## src/common/i2c_ctl_consts.svh

```systemverilog
// Constants of the two-wire bus controller: field positions, reset values, timing counts.
// Assumes inclusion by bare name from any design or bench file.
`ifndef I2C_CTL_CONSTS_SVH
`define I2C_CTL_CONSTS_SVH

// Byte sent when a slave read finds no data and stretching is off.
`define FILL_BYTE       8'hff
// Reset value of the transfer control register.
`define TCR_RESET       17'h00000
// Least kernel cycles between a control write and a slave-hit clear.
`define KERNEL_SETUP_CYCLES 3
// Kernel clock period in nanoseconds.
`define KERNEL_PERIOD_NS    100
// Last bit index inside a byte, and last clock of a nine-clock slot.
`define BYTE_LAST       4'h7
`define SLOT_LAST       4'h8
// Position of the direction bit in the address byte.
`define ADDR_RW_POS     0

`endif

```

## src/common/i2c_ctl_pkg.sv

```systemverilog
// Types shared by the two-wire bus controller and its bench.
// Assumes nothing of its surroundings; holds types only.
`default_nettype none

package i2c_ctl_pkg;

  // Transfer control register image.
  typedef struct packed {
    logic [6:0] target_addr;
    logic [7:0] nbytes;
    logic       rd_wrn;
    logic       start_req;
  } tcr_t;

  // Flag clear register image, one write-one-to-clear bit each.
  typedef struct packed {
    logic underrun_clear;
    logic line_error_clear;
    logic slave_hit_clear_bit;
  } fcr_t;

  // Event status register image.
  typedef struct packed {
    logic slave_dir;
    logic master_busy;
    logic bus_busy;
    logic transmit_ready_flag;
    logic underrun_flag;
    logic line_error_flag;
    logic slave_hit;
  } esr_t;

  // Slave byte engine states, Gray coded along the read path but for the S_HOLD to S_TX step.
  typedef enum logic [2:0] {
    S_IDLE = 3'h0,
    S_ADDR = 3'h1,
    S_AACK = 3'h3,
    S_TX   = 3'h2,
    S_TACK = 3'h6,
    S_HOLD = 3'h7
  } slv_state_t;

endpackage

`default_nettype wire

```

## src/hw/i2c_master_slave_controller.sv

```systemverilog
// Control core of a two-wire bus controller acting as master requester and read slave at once.
// Assumes pins sampled on CLK_SYS (the kernel clock) and an outside engine that runs
// the master transfer once MST_LAUNCH fires.
`timescale 1ns/100ps
`default_nettype none

`include "i2c_ctl_consts.svh"

module i2c_master_slave_controller #(
  parameter int TX_DEPTH = 2
) (
  input  wire logic                    CLK_SYS,
  input  wire logic                    NRST,
  input  wire logic                    BLOCK_ON,
  input  wire logic                    HOLD_OFF_DISABLE,
  input  wire logic                    BYTE_BY_BYTE_SLAVE,
  input  wire logic [6:0]              OWN_ADDR,
  input  wire logic                    TCR_WR,
  input  wire i2c_ctl_pkg::tcr_t       TCR_WDATA,
  output i2c_ctl_pkg::tcr_t            TCR,
  input  wire logic                    FCR_WR,
  input  wire i2c_ctl_pkg::fcr_t       FCR_WDATA,
  input  wire logic                    TX_VALID,
  input  wire logic [7:0]              TX_DATA,
  output logic                         TX_READY,
  output i2c_ctl_pkg::esr_t            STATUS,
  output logic                         MST_LAUNCH,
  output i2c_ctl_pkg::tcr_t            MST_CFG,
  input  wire logic                    SCL_I,
  output logic                         SCL_O,
  output logic                         SCL_OE,
  input  wire logic                    SDA_I,
  output logic                         SDA_O,
  output logic                         SDA_OE
);

  // ----------------------------------------------------------------
  // Declarations
  // ----------------------------------------------------------------
  i2c_ctl_pkg::slv_state_t state;      // Slave byte engine state.
  i2c_ctl_pkg::tcr_t       tcr;        // Transfer control register.
  logic       scl_q;                   // Line levels one cycle ago.
  logic       sda_q;
  logic       scl_rise;
  logic       scl_fall;
  logic       start_cond;
  logic       stop_cond;
  logic [3:0] slot_cnt;                // Clock count inside the current nine-clock slot.
  logic [3:0] bitcnt;                  // Bit count inside the slave byte.
  logic [7:0] shreg;                   // Slave shift register.
  logic       ack_drive;               // Slave pulls SDA low for its acknowledge.
  logic       got_ack;                 // Master acknowledged the last byte.
  logic       slave_dir;               // Direction bit of the last address byte, 1 for read.
  logic       slave_hit;               // Own address matched, not yet cleared.
  logic       line_error;
  logic       underrun;
  logic       bus_busy;
  logic       master_busy;             // Our launched transfer owns the bus.
  logic       hit_set;
  logic       byte_edge;               // Moment a new slave byte must begin.
  logic       stretch_need;
  logic       load_fire;
  logic       hold_enter;
  logic       launch;
  logic       flush;
  logic       buf_valid;
  logic [7:0] buf_data;
  logic       buf_pop;
  logic [7:0] addr_byte;

  // ----------------------------------------------------------------
  // Line events
  // ----------------------------------------------------------------
  assign scl_rise   = SCL_I & ~scl_q;
  assign scl_fall   = ~SCL_I & scl_q;
  assign start_cond = scl_q & SCL_I & sda_q & ~SDA_I;
  assign stop_cond  = scl_q & SCL_I & ~sda_q & SDA_I;
  assign addr_byte  = {shreg[6:0], SDA_I};
  assign flush      = ~BLOCK_ON;

  // Previous line levels for edge and condition detection.
  always_ff @(posedge CLK_SYS or negedge NRST)
  begin
    if (!NRST)
    begin
      scl_q <= 1'b1;
      sda_q <= 1'b1;
    end
    else
    begin
      scl_q <= SCL_I;
      sda_q <= SDA_I;
    end
  end

  // Slot counter; a start or stop anywhere but slot boundary is misplaced.
  always_ff @(posedge CLK_SYS or negedge NRST)
  begin
    if (!NRST)
    begin
      slot_cnt <= 4'h0;
    end
    else if (flush || start_cond || stop_cond)
    begin
      slot_cnt <= 4'h0;
    end
    else if (scl_rise)
    begin
      slot_cnt <= (slot_cnt == `SLOT_LAST) ? 4'h0 : slot_cnt + 4'h1;
    end
  end

  // Bus occupancy follows start and stop conditions.
  always_ff @(posedge CLK_SYS or negedge NRST)
  begin
    if (!NRST)
    begin
      bus_busy <= 1'b0;
    end
    else if (flush || stop_cond)
    begin
      bus_busy <= 1'b0;
    end
    else if (start_cond)
    begin
      bus_busy <= 1'b1;
    end
  end

  // ----------------------------------------------------------------
  // Transmit buffer; ready means room, so an empty buffer asks twice
  // ----------------------------------------------------------------
  tx_skid_buffer #(
    .WIDTH (8),
    .DEPTH (TX_DEPTH)
  ) u_txbuf (
    .clk       (CLK_SYS),
    .nrst      (NRST),
    .flush     (flush),
    .in_valid  (TX_VALID),
    .in_data   (TX_DATA),
    .in_ready  (TX_READY),
    .out_valid (buf_valid),
    .out_data  (buf_data),
    .out_ready (buf_pop)
  );

  // ----------------------------------------------------------------
  // Slave byte engine
  // ----------------------------------------------------------------
  // A new read byte starts after the address acknowledge, after a
  // master acknowledge, or while stretched.
  assign byte_edge    = (state == i2c_ctl_pkg::S_AACK && scl_fall && ack_drive && slave_dir) ||
                        (state == i2c_ctl_pkg::S_TACK && scl_fall && got_ack) ||
                        (state == i2c_ctl_pkg::S_HOLD);
  // Stretch while the hit is unserved or no byte is ready; never when stretching is off.
  assign stretch_need = ~HOLD_OFF_DISABLE & (slave_hit | ~buf_valid);
  assign load_fire    = byte_edge & ~stretch_need;
  assign hold_enter   = byte_edge & stretch_need;
  assign buf_pop      = load_fire & buf_valid;
  assign hit_set      = (state == i2c_ctl_pkg::S_ADDR) && scl_rise && (bitcnt == `BYTE_LAST) &&
                        (addr_byte[7:1] == OWN_ADDR);

  // The engine restarts on every start and drops out on stop or block off.
  always_ff @(posedge CLK_SYS or negedge NRST)
  begin
    if (!NRST)
    begin
      state     <= i2c_ctl_pkg::S_IDLE;
      bitcnt    <= 4'h0;
      shreg     <= 8'h00;
      ack_drive <= 1'b0;
      got_ack   <= 1'b0;
      slave_dir <= 1'b0;
    end
    else if (flush || stop_cond)
    begin
      state     <= i2c_ctl_pkg::S_IDLE;
      ack_drive <= 1'b0;
      got_ack   <= 1'b0;
    end
    else if (start_cond)
    begin
      state     <= i2c_ctl_pkg::S_ADDR;
      bitcnt    <= 4'h0;
      ack_drive <= 1'b0;
      got_ack   <= 1'b0;
    end
    else if (load_fire)
    begin
      // An empty buffer without stretching sends the fill byte.
      state     <= i2c_ctl_pkg::S_TX;
      shreg     <= buf_valid ? buf_data : `FILL_BYTE;
      bitcnt    <= 4'h0;
      ack_drive <= 1'b0;
      got_ack   <= 1'b0;
    end
    else if (hold_enter)
    begin
      state     <= i2c_ctl_pkg::S_HOLD;
      ack_drive <= 1'b0;
      got_ack   <= 1'b0;
    end
    else
    begin
      case (state)
        i2c_ctl_pkg::S_ADDR:
        begin
          // Address byte shifts in MSB first; only our address is answered.
          if (scl_rise)
          begin
            shreg  <= addr_byte;
            bitcnt <= bitcnt + 4'h1;
            if (bitcnt == `BYTE_LAST)
            begin
              state     <= hit_set ? i2c_ctl_pkg::S_AACK : i2c_ctl_pkg::S_IDLE;
              slave_dir <= addr_byte[`ADDR_RW_POS];
            end
          end
        end
        i2c_ctl_pkg::S_AACK:
        begin
          // First fall drives the acknowledge, second releases it.
          if (scl_fall)
          begin
            if (!ack_drive)
            begin
              ack_drive <= 1'b1;
            end
            else
            begin
              ack_drive <= 1'b0;
              state     <= i2c_ctl_pkg::S_IDLE;
            end
          end
        end
        i2c_ctl_pkg::S_TX:
        begin
          if (scl_rise)
          begin
            bitcnt <= bitcnt + 4'h1;
          end
          else if (scl_fall)
          begin
            if (bitcnt == `SLOT_LAST)
            begin
              state <= i2c_ctl_pkg::S_TACK;
            end
            else
            begin
              shreg <= {shreg[6:0], 1'b0};
            end
          end
        end
        i2c_ctl_pkg::S_TACK:
        begin
          // A not-acknowledge ends the read.
          if (scl_rise)
          begin
            if (SDA_I)
            begin
              state <= i2c_ctl_pkg::S_IDLE;
            end
            else
            begin
              got_ack <= 1'b1;
            end
          end
        end
        i2c_ctl_pkg::S_IDLE,
        i2c_ctl_pkg::S_HOLD:
        begin
          state <= state;
        end
        default:
        begin
          state <= i2c_ctl_pkg::S_IDLE;
        end
      endcase
    end
  end

  // ----------------------------------------------------------------
  // Sticky flags; a set in the clearing cycle wins
  // ----------------------------------------------------------------
  always_ff @(posedge CLK_SYS or negedge NRST)
  begin
    if (!NRST)
    begin
      slave_hit <= 1'b0;
    end
    else if (flush)
    begin
      slave_hit <= 1'b0;
    end
    else if (hit_set)
    begin
      slave_hit <= 1'b1;
    end
    else if (FCR_WR && FCR_WDATA.slave_hit_clear_bit)
    begin
      slave_hit <= 1'b0;
    end
  end

  // Misplaced start or stop while our transfer runs; the transfer is left alone.
  always_ff @(posedge CLK_SYS or negedge NRST)
  begin
    if (!NRST)
    begin
      line_error <= 1'b0;
    end
    else if (master_busy && (start_cond || stop_cond) && slot_cnt > 4'h1)
    begin
      line_error <= 1'b1;
    end
    else if (FCR_WR && FCR_WDATA.line_error_clear)
    begin
      line_error <= 1'b0;
    end
  end

  // Every fill byte raises the underrun flag, however late the write came.
  always_ff @(posedge CLK_SYS or negedge NRST)
  begin
    if (!NRST)
    begin
      underrun <= 1'b0;
    end
    else if (load_fire && !buf_valid)
    begin
      underrun <= 1'b1;
    end
    else if (FCR_WR && FCR_WDATA.underrun_clear)
    begin
      underrun <= 1'b0;
    end
  end

  // ----------------------------------------------------------------
  // Transfer control and master launch
  // ----------------------------------------------------------------
  // Launch needs a free bus; a request made while busy simply waits, so
  // the launch uses whatever the register holds when the bus frees.
  assign launch = tcr.start_req & ~bus_busy & ~master_busy & BLOCK_ON;

  // The start request is dropped by a slave-hit clear, not by the match itself.
  always_ff @(posedge CLK_SYS or negedge NRST)
  begin
    if (!NRST)
    begin
      tcr <= `TCR_RESET;
    end
    else if (flush)
    begin
      tcr.start_req <= 1'b0;
    end
    else if (TCR_WR)
    begin
      tcr           <= TCR_WDATA;
      tcr.start_req <= TCR_WDATA.start_req & ~(FCR_WR & FCR_WDATA.slave_hit_clear_bit);
    end
    else if ((FCR_WR && FCR_WDATA.slave_hit_clear_bit) || launch)
    begin
      tcr.start_req <= 1'b0;
    end
  end

  // Launch pulse and the configuration captured with it.
  always_ff @(posedge CLK_SYS or negedge NRST)
  begin
    if (!NRST)
    begin
      MST_LAUNCH  <= 1'b0;
      MST_CFG     <= `TCR_RESET;
      master_busy <= 1'b0;
    end
    else
    begin
      MST_LAUNCH <= launch;
      if (launch)
      begin
        MST_CFG     <= tcr;
        master_busy <= 1'b1;
      end
      else if (flush || stop_cond)
      begin
        master_busy <= 1'b0;
      end
    end
  end

  // ----------------------------------------------------------------
  // Outputs
  // ----------------------------------------------------------------
  assign TCR    = tcr;
  assign SCL_O  = 1'b0;
  assign SDA_O  = 1'b0;
  // Clock held low only while stretched; data pulled low for zeros and acknowledge.
  assign SCL_OE = (state == i2c_ctl_pkg::S_HOLD);
  assign SDA_OE = ack_drive | ((state == i2c_ctl_pkg::S_TX) & ~shreg[7]);
  assign STATUS = '{slave_dir:           slave_dir & BYTE_BY_BYTE_SLAVE | slave_dir,
                    master_busy:         master_busy,
                    bus_busy:            bus_busy,
                    transmit_ready_flag: TX_READY,
                    underrun_flag:       underrun,
                    line_error_flag:     line_error,
                    slave_hit:           slave_hit};

endmodule

`default_nettype wire

```

## src/hw/tx_skid_buffer.sv

```systemverilog
// Small valid/ready buffer in front of the transmit shifter.
// Assumes one clock, asynchronous active-low reset, DEPTH a power of two.
`timescale 1ns/100ps
`default_nettype none

module tx_skid_buffer #(
  parameter int WIDTH = 8,
  parameter int DEPTH = 2
) (
  input  wire logic             clk,
  input  wire logic             nrst,
  input  wire logic             flush,
  input  wire logic             in_valid,
  input  wire logic [WIDTH-1:0] in_data,
  output logic                  in_ready,
  output logic                  out_valid,
  output logic [WIDTH-1:0]      out_data,
  input  wire logic             out_ready
);

  localparam int AW = (DEPTH > 1) ? $clog2(DEPTH) : 1;

  logic [WIDTH-1:0] mem [DEPTH];   // Entry storage, flip-flops.
  logic [AW-1:0]    wr_ptr;        // Next entry to fill.
  logic [AW-1:0]    rd_ptr;        // Oldest entry.
  logic [AW:0]      count;         // Entries held.
  logic             push;
  logic             pop;

  // Full and empty come straight from the count, so a stalled drain backs up the writer.
  assign in_ready  = (count != (AW+1)'(DEPTH));
  assign out_valid = (count != '0);
  assign out_data  = mem[rd_ptr];
  assign push      = in_valid & in_ready & ~flush;
  assign pop       = out_valid & out_ready & ~flush;

  // ----------------------------------------------------------------
  // Storage write.
  // ----------------------------------------------------------------
  always_ff @(posedge clk)
  begin
    if (push)
    begin
      mem[wr_ptr] <= in_data;
    end
  end

  // ----------------------------------------------------------------
  // Pointers and occupancy; a flush empties the buffer at once.
  // ----------------------------------------------------------------
  always_ff @(posedge clk or negedge nrst)
  begin
    if (!nrst)
    begin
      wr_ptr <= '0;
      rd_ptr <= '0;
      count  <= '0;
    end
    else if (flush)
    begin
      wr_ptr <= '0;
      rd_ptr <= '0;
      count  <= '0;
    end
    else
    begin
      if (push)
      begin
        wr_ptr <= wr_ptr + AW'(1);
      end
      if (pop)
      begin
        rd_ptr <= rd_ptr + AW'(1);
      end
      count <= count + (AW+1)'(push) - (AW+1)'(pop);
    end
  end

endmodule

`default_nettype wire

```

## config.mk

```make
export PLATFORM = sky130hd
export DESIGN_NAME = i2c_master_slave_controller
export DESIGN_NICKNAME = d
export VERILOG_FILES = /design/src/common/i2c_ctl_pkg.sv /design/src/hw/i2c_master_slave_controller.sv /design/src/hw/tx_skid_buffer.sv
export VERILOG_INCLUDE_DIRS = /design/src /design/src/common
export SDC_FILE = /design/constraint.sdc
export NUM_CORES = 1
export LEC_CHECK = 0
export BUFFER_PORTS_ARGS = -buffer_cell sky130_fd_sc_hd__buf_2
export CORE_ASPECT_RATIO = 0.9
export CORE_MARGIN = 2
export CORE_UTILIZATION = 45
export CTS_CLUSTER_SIZE = 16
export DETAILED_ROUTE_END_ITERATION = 8
export GPL_ROUTABILITY_DRIVEN = 1
export PLACE_DENSITY = 0.65
export SYNTH_ARGS = -nofsm -noshare
export SYNTH_HDL_FRONTEND = slang
export SYNTH_HIERARCHICAL = 1
export SYNTH_SLANG_ARGS = --single-unit
```

## constraint.sdc

```tcl
create_clock -name CLK_SYS -period 4.8 [get_ports CLK_SYS]
set_clock_uncertainty 0.15 [all_clocks]
set_input_delay 0 -clock CLK_SYS [delete_from_list [all_inputs] [get_ports CLK_SYS]]
set_output_delay 0 -clock CLK_SYS [all_outputs]
set_load 0.005 [all_outputs]
```

==> flow_summary.toml, run 1 <==
[outcome]
status = "complete, no violations"

[final_layout]
area_growth_pct = 27.7
drive_above_1_share = 0.343
diodes = 0
num-nets-final = 505
layoutNonFillerInstCount = 577

[timing]
tightest_slew_ns = 0.873
slew-limit-headroom = 0.418
finalSetupViolations = 0
finalSetupTns_ns = 0
post-route-min-period_ns = 2.87
hold_violations = 0
rsz0062_at_grt = "false"
slew_violations = 0
fmax_mhz = 348
finalCritPeriodShare = 0.599

[route]
drt_iter0_markers = 120
num_vias = 2953
final_antenna_net_count = 0
wl_per_cell_um = 15.4
wl_um = 8870
viasPerCell = 5.12
drc = 0
drt_pass1_iterations = 5

[setup_path]
crit_type = "flip-flop to flip-flop"
required_ns = 4.91
end_kind = "flip-flop"
cp_max_fo = 14
r2r_end = "u_txbuf/count[1]"
cp-start-kind = "flip-flop"
startpoint = "state[0]"
worstReg2RegStart = "state[0]"
arrival_ns = 2.99
rrSetupSlack_ns = 1.93
cp_slowest_cell = "dfrtp_1"
ff2ff_path_depth = 12
path_cells = "mux2_2 > a21oi_1 > a211o_1 > inv_1 > o21ai_1 > nor2_1 > ha_1 > inv_1 > ha_1 > xor2_1 > and2_1 > nor3_1"
critPathMaxStageDelay_ns = 0.60

[floorplanning]
dieArea_um2 = 9670
die_h_um = 93.5
core_um2 = 8610
placementRows = 32
start_util = 0.465
boundaryPins = 92
die_x_um = 103

[synthesis]
synth_top_cell_area_share = 0.412
yosysSeqAreaShare = 0.545
synth-main-ff-cell = "dfrtp_1"
synthCells = 330
yosys_warnings = 6
syn_area_um2 = 4010
async_flop_share = 0.810
synth_seq_cells = 84
synth_common_cells = "66 x dfrtp_1, 34 x mux2_2, 20 x nand2_1"
ys_types = 58
post-synth-top-count-cell = "dfrtp_1"
avgSynthCellArea_um2 = 12.1
synth_enable_flop_cells = 16
synth_top_cell_by_area = "dfrtp_1"
synth_area_leaders = "dfrtp_1 41%, edfxtp_1 12%, mux2_2 9.6%"

[pwr]
power_density_nw_per_um2 = 335
power_mw = 1.71
leakagePower_nw = 2.36
ir_drop_uv = 237

[place]
dp_hpwl_um = 5990
placed_cells = 521
place_congestion = 0.806
port_buffers = 88

[grt]
grt_first_pass_wirelength_um = 14800
grt_max_degree = 69
gr-total-overflow = 0
grt_pass1_vias = 3003
antenna_found_initial = 0
track_usage = 0.198

[clocking]
clk_latency_ns = 0.36
root_buffer = "clkbuf_8"
tritoncts = "yes"
clock-sinks = 84
post_cts_resized = 0
cts_made_buffers = 9
clk_pin_slew_ns = 0.08
h-tree-depth = 3
cts.path.max_buffers = 2

[worst_hold_path]
hp-class = "primary input to flip-flop"
min_to = "state[0]"
min_path_cells = 5
worstHoldStart = "OWN_ADDR[2]"

[job]
drv_cap = 0
[area by class of cell]
type,count,area [µm²]
clock inverters,6,87.6
fillers,738,3490
multi-input cells,209,1640
inverters,19,71.3
flip-flops and latches,84,2180
clock buffers,10,128
repair buffers,130,856
well taps,119,149
[worst max path at each step]
stage | cells past startpoint | end
after detailed placement | 12 | u_txbuf/count[1]
after global routing | 12 | u_txbuf/count[1]
after global placement | 12 | u_txbuf/count[1]
after floorplan | 14 | u_txbuf/count[1]
after CTS | 12 | u_txbuf/count[1]
final | 12 | u_txbuf/count[1]
[sequential cells by signal, indices dropped and copies added, names as in the netlist, 2 cells and up]
signal	cells
state	3
bitcnt	4
MST_CFG	17
TCR	17
shreg	8
slot_cnt	4
u_txbuf/mem	16
u_txbuf/count	2
[power breakdown]
part           internal, mW  switching (mW)  total [mW]  leakage [nW]
logic                 0.162           0.126       0.287          1.29
clock network         0.293           0.255       0.548         0.101
registers             0.816          0.0597       0.875         0.976
[routing by layer]
layer	wire [µm]	part of all wire	GRT usage
met4	120	0.014	0.0559
met5	0	0	0
met3	659	0.074	0.0688
met1	3930	0.44	0.254
met2	4160	0.47	0.316
[what timing repair did]
item                      in CTS  in global routing
buffers inserted               0                  0
hold buffers                  40                  0
hold endpoints to repair     114                  0
[layout by cell type (no fill, tap or decap), drive strengths merged, types with 4 or more instances in the layout]
master       netlist  final
a31oi              4      4
nor2b              5      5
mux2              45     45
nand3b             5      5
xor2               9      9
dfrtp             66     66
a21o               6      6
nand2             20     20
a22oi              9      9
dlygate4sd3        0     40
buf               17     90
nor3               7      7
a21oi              7      7
inv               19     20
and2               4      4
clkbuf             2     10
edfxtp            16     16
ha                 7      7
nor2              16     16
o21ai              9      9
o22ai              9      9
[through the flow]
stage	setup slack, ns	util	cell area [µm²]	hold slack [ns]
2_1_floorplan	2.31	-	4010	-0.446
6_report	1.93	0.594	5110	0.0790
4_1_cts	1.96	0.594	5110	0.0592
3_3_place_gp	1.99	0.523	4500	0.0240
5_1_grt	1.74	0.594	5110	0.0930
3_5_place_dp	1.97	0.523	4500	0.0246
[cells by family (layout without fill, tap and decap cells)]
family | Yosys count | after routing | synth area share
and+or+nand+nor | 82 | 82 | 0.117
muxes | 45 | 45 | 0.127
xor gates and xnor gates | 12 | 12 | 0.0262
DFF | 84 | 84 | 0.545
other | 1 | 2 | 0.000936
AOI/OAI and AO/OA | 61 | 61 | 0.116
buffers and inverters | 38 | 165 | 0.0465
adders and majority gates | 7 | 7 | 0.0219
[worst max-delay path, delay by kind of cell (launching register included)]
kind                     cells  cell delay, ns
AO/OA/AOI/OAI                3            0.57
adder cells (fa/ha/maj)      2            0.48
multiplexers                 1            0.38
XOR/XNOR                     1            0.15
AND/OR/NAND/NOR              3            0.36
flip-flops                   1            0.60
buffers and inverters        2            0.11
Note: power is estimated with default switching activity, not from simulation.
==> inputs of run 2 (changes only) <==
clock period = 2.85 ns   (was 4.8 ns; I/O delays follow)
==> flow_summary.toml, run 2 (synthesis gave the netlist of run 1 again) <==
[pwr]
leakagePower_nw = 2.39
power_density_nw_per_um2 = 558
power_mw = 2.88
ir_drop_uv = 392

[floorplanning]
boundaryPins = 92
die_h_um = 93.5
start_util = 0.465
placementRows = 32
die_x_um = 103
core_um2 = 8610
dieArea_um2 = 9670

[grt]
gr-total-overflow = 0
grt_first_pass_wirelength_um = 14500
grt_max_degree = 35
grt_pass1_vias = 3050
antenna_found_initial = 0
track_usage = 0.195

[final_layout]
fin_area_um2 = 5160
final-seq-area_um2 = 2180
drive_above_1_share = 0.352
most-common-layout-cells = "88 x buf_2, 66 x dfrtp_1, 40 x dlygate4sd3_1, 34 x mux2_2, 20 x nand2_1"
final_common_cell = "buf_2"
num-nets-final = 510
multi_input_area_um2 = 1640
fillers = 693
area_growth_pct = 28.7
diodes = 0

[route]
dr_wl_met2_um = 4190
wirelength_met1_um = 3990
num_vias = 2984
drt_iter0_markers = 162
drt_pass1_iterations = 4
wl_per_cell_um = 15.3
drc = 0
final_antenna_net_count = 0
wl_um = 8900
viasPerCell = 5.13
dr.max_layer_used = "met4"
dr_wl_met3_um = 632

[clocking]
clk_pin_slew_ns = 0.09
h-tree-depth = 3
root_buffer = "clkbuf_8"
post_cts_resized = 0
cts.path.max_buffers = 2
tritoncts = "yes"
clk_latency_ns = 0.36
clock-sinks = 84
cts_made_buffers = 9

[timing]
slew-limit-headroom = 0.484
finalSetupTns_ns = 0
rsz0062_at_grt = "false"
whs_ns = 0.0861
tightest_slew_ns = 0.771
finalSetupViolations = 0
slew_violations = 0
post-route-min-period_ns = 2.51
finalCritPeriodShare = 0.879
fmax_mhz = 399
hold_violations = 0
worst_slack_ns = 0.344

[job]
drv_cap = 0

[place]
port_buffers = 88
place_congestion = 0.790
dp_hpwl_um = 6150
dpl_worst_slack_ns = 0.404
placed_area_um2 = 4540

[worst_hold_path]
hp-class = "primary input to asynchronous set/reset pin"

[setup_path]
crit_type = "flip-flop to flip-flop"
required_ns = 2.97
ff2ff_path_depth = 12
end_kind = "flip-flop"
arrival_ns = 2.63
cp_max_fo = 3
cp-start-kind = "flip-flop"

[outcome]
status = "complete, no violations"
==> run 2: cell count changes in the layout (fill, tap and decap cells not counted), sizes merged <==
cell and delta:
clkinv -1, bufinv -1, buf +5, clkbuf +2
==> run 2: stage by stage <==
| stage | cells | util |
|---|---|---|
| CTS | 582 | 0.599 |
| finish | 582 | 0.599 |
| detailed placement | 526 | 0.527 |
| global route | 582 | 0.599 |
| floorplan | 331 | - |
| global placement | 526 | 0.527 |
==> run 2: final cells by class <==
class                           count  share of cell area
Sequential cell                    84               0.424
Timing Repair Buffer              135               0.173
Clock inverter                      4              0.0104
Clock buffer                       12              0.0323
Inverter                           19              0.0138
Multi-Input combinational cell    209               0.318
Tap cell                          119              0.0289
==> run 2: path summary, 6_finish.rpt <==
path,start,to,slack [ns]
worst max-delay path,state[0],u_txbuf/count[1],0.34
worst min-delay path,NRST,state[2],0.09
worst max register to register,state[0],u_txbuf/count[1],0.34
worst min register to register,MST_CFG[0],MST_CFG[0],0.32
max in group asynchronous,NRST,slave_hit,1.70
min in group CLK_SYS,OWN_ADDR[2],state[0],0.09
==> run 2: layer usage <==
layer,track usage,up-vias
li1,-,1430
met1,0.254,1449
met2,0.311,92
met3,0.0605,13
met4,0.0559,0
met5,0,-
==> run 2: what timing repair did <==
action                    CTS  global route
hold endpoints to repair   79             0
hold buffers               40             0
buffers inserted            0             0
==> run 2: report_power, final <==
part	internal [mW]	total (mW)	switching, mW
clock	0.486	0.924	0.438
combinational	0.275	0.488	0.213
sequential	1.37	1.47	0.0918
==> run 2: worst max-delay path, cell delays in order (launching register included) <==
cell and delay (ns):
dfrtp_1 0.38, mux2_2 0.33, a21oi_1 0.17, a211o_1 0.15
inv_1 0.05, o21ai_1 0.11, nor2_1 0.06, ha_1 0.30
inv_1 0.05, ha_1 0.21, xor2_1 0.16, and2_1 0.17
nor3_1 0.13
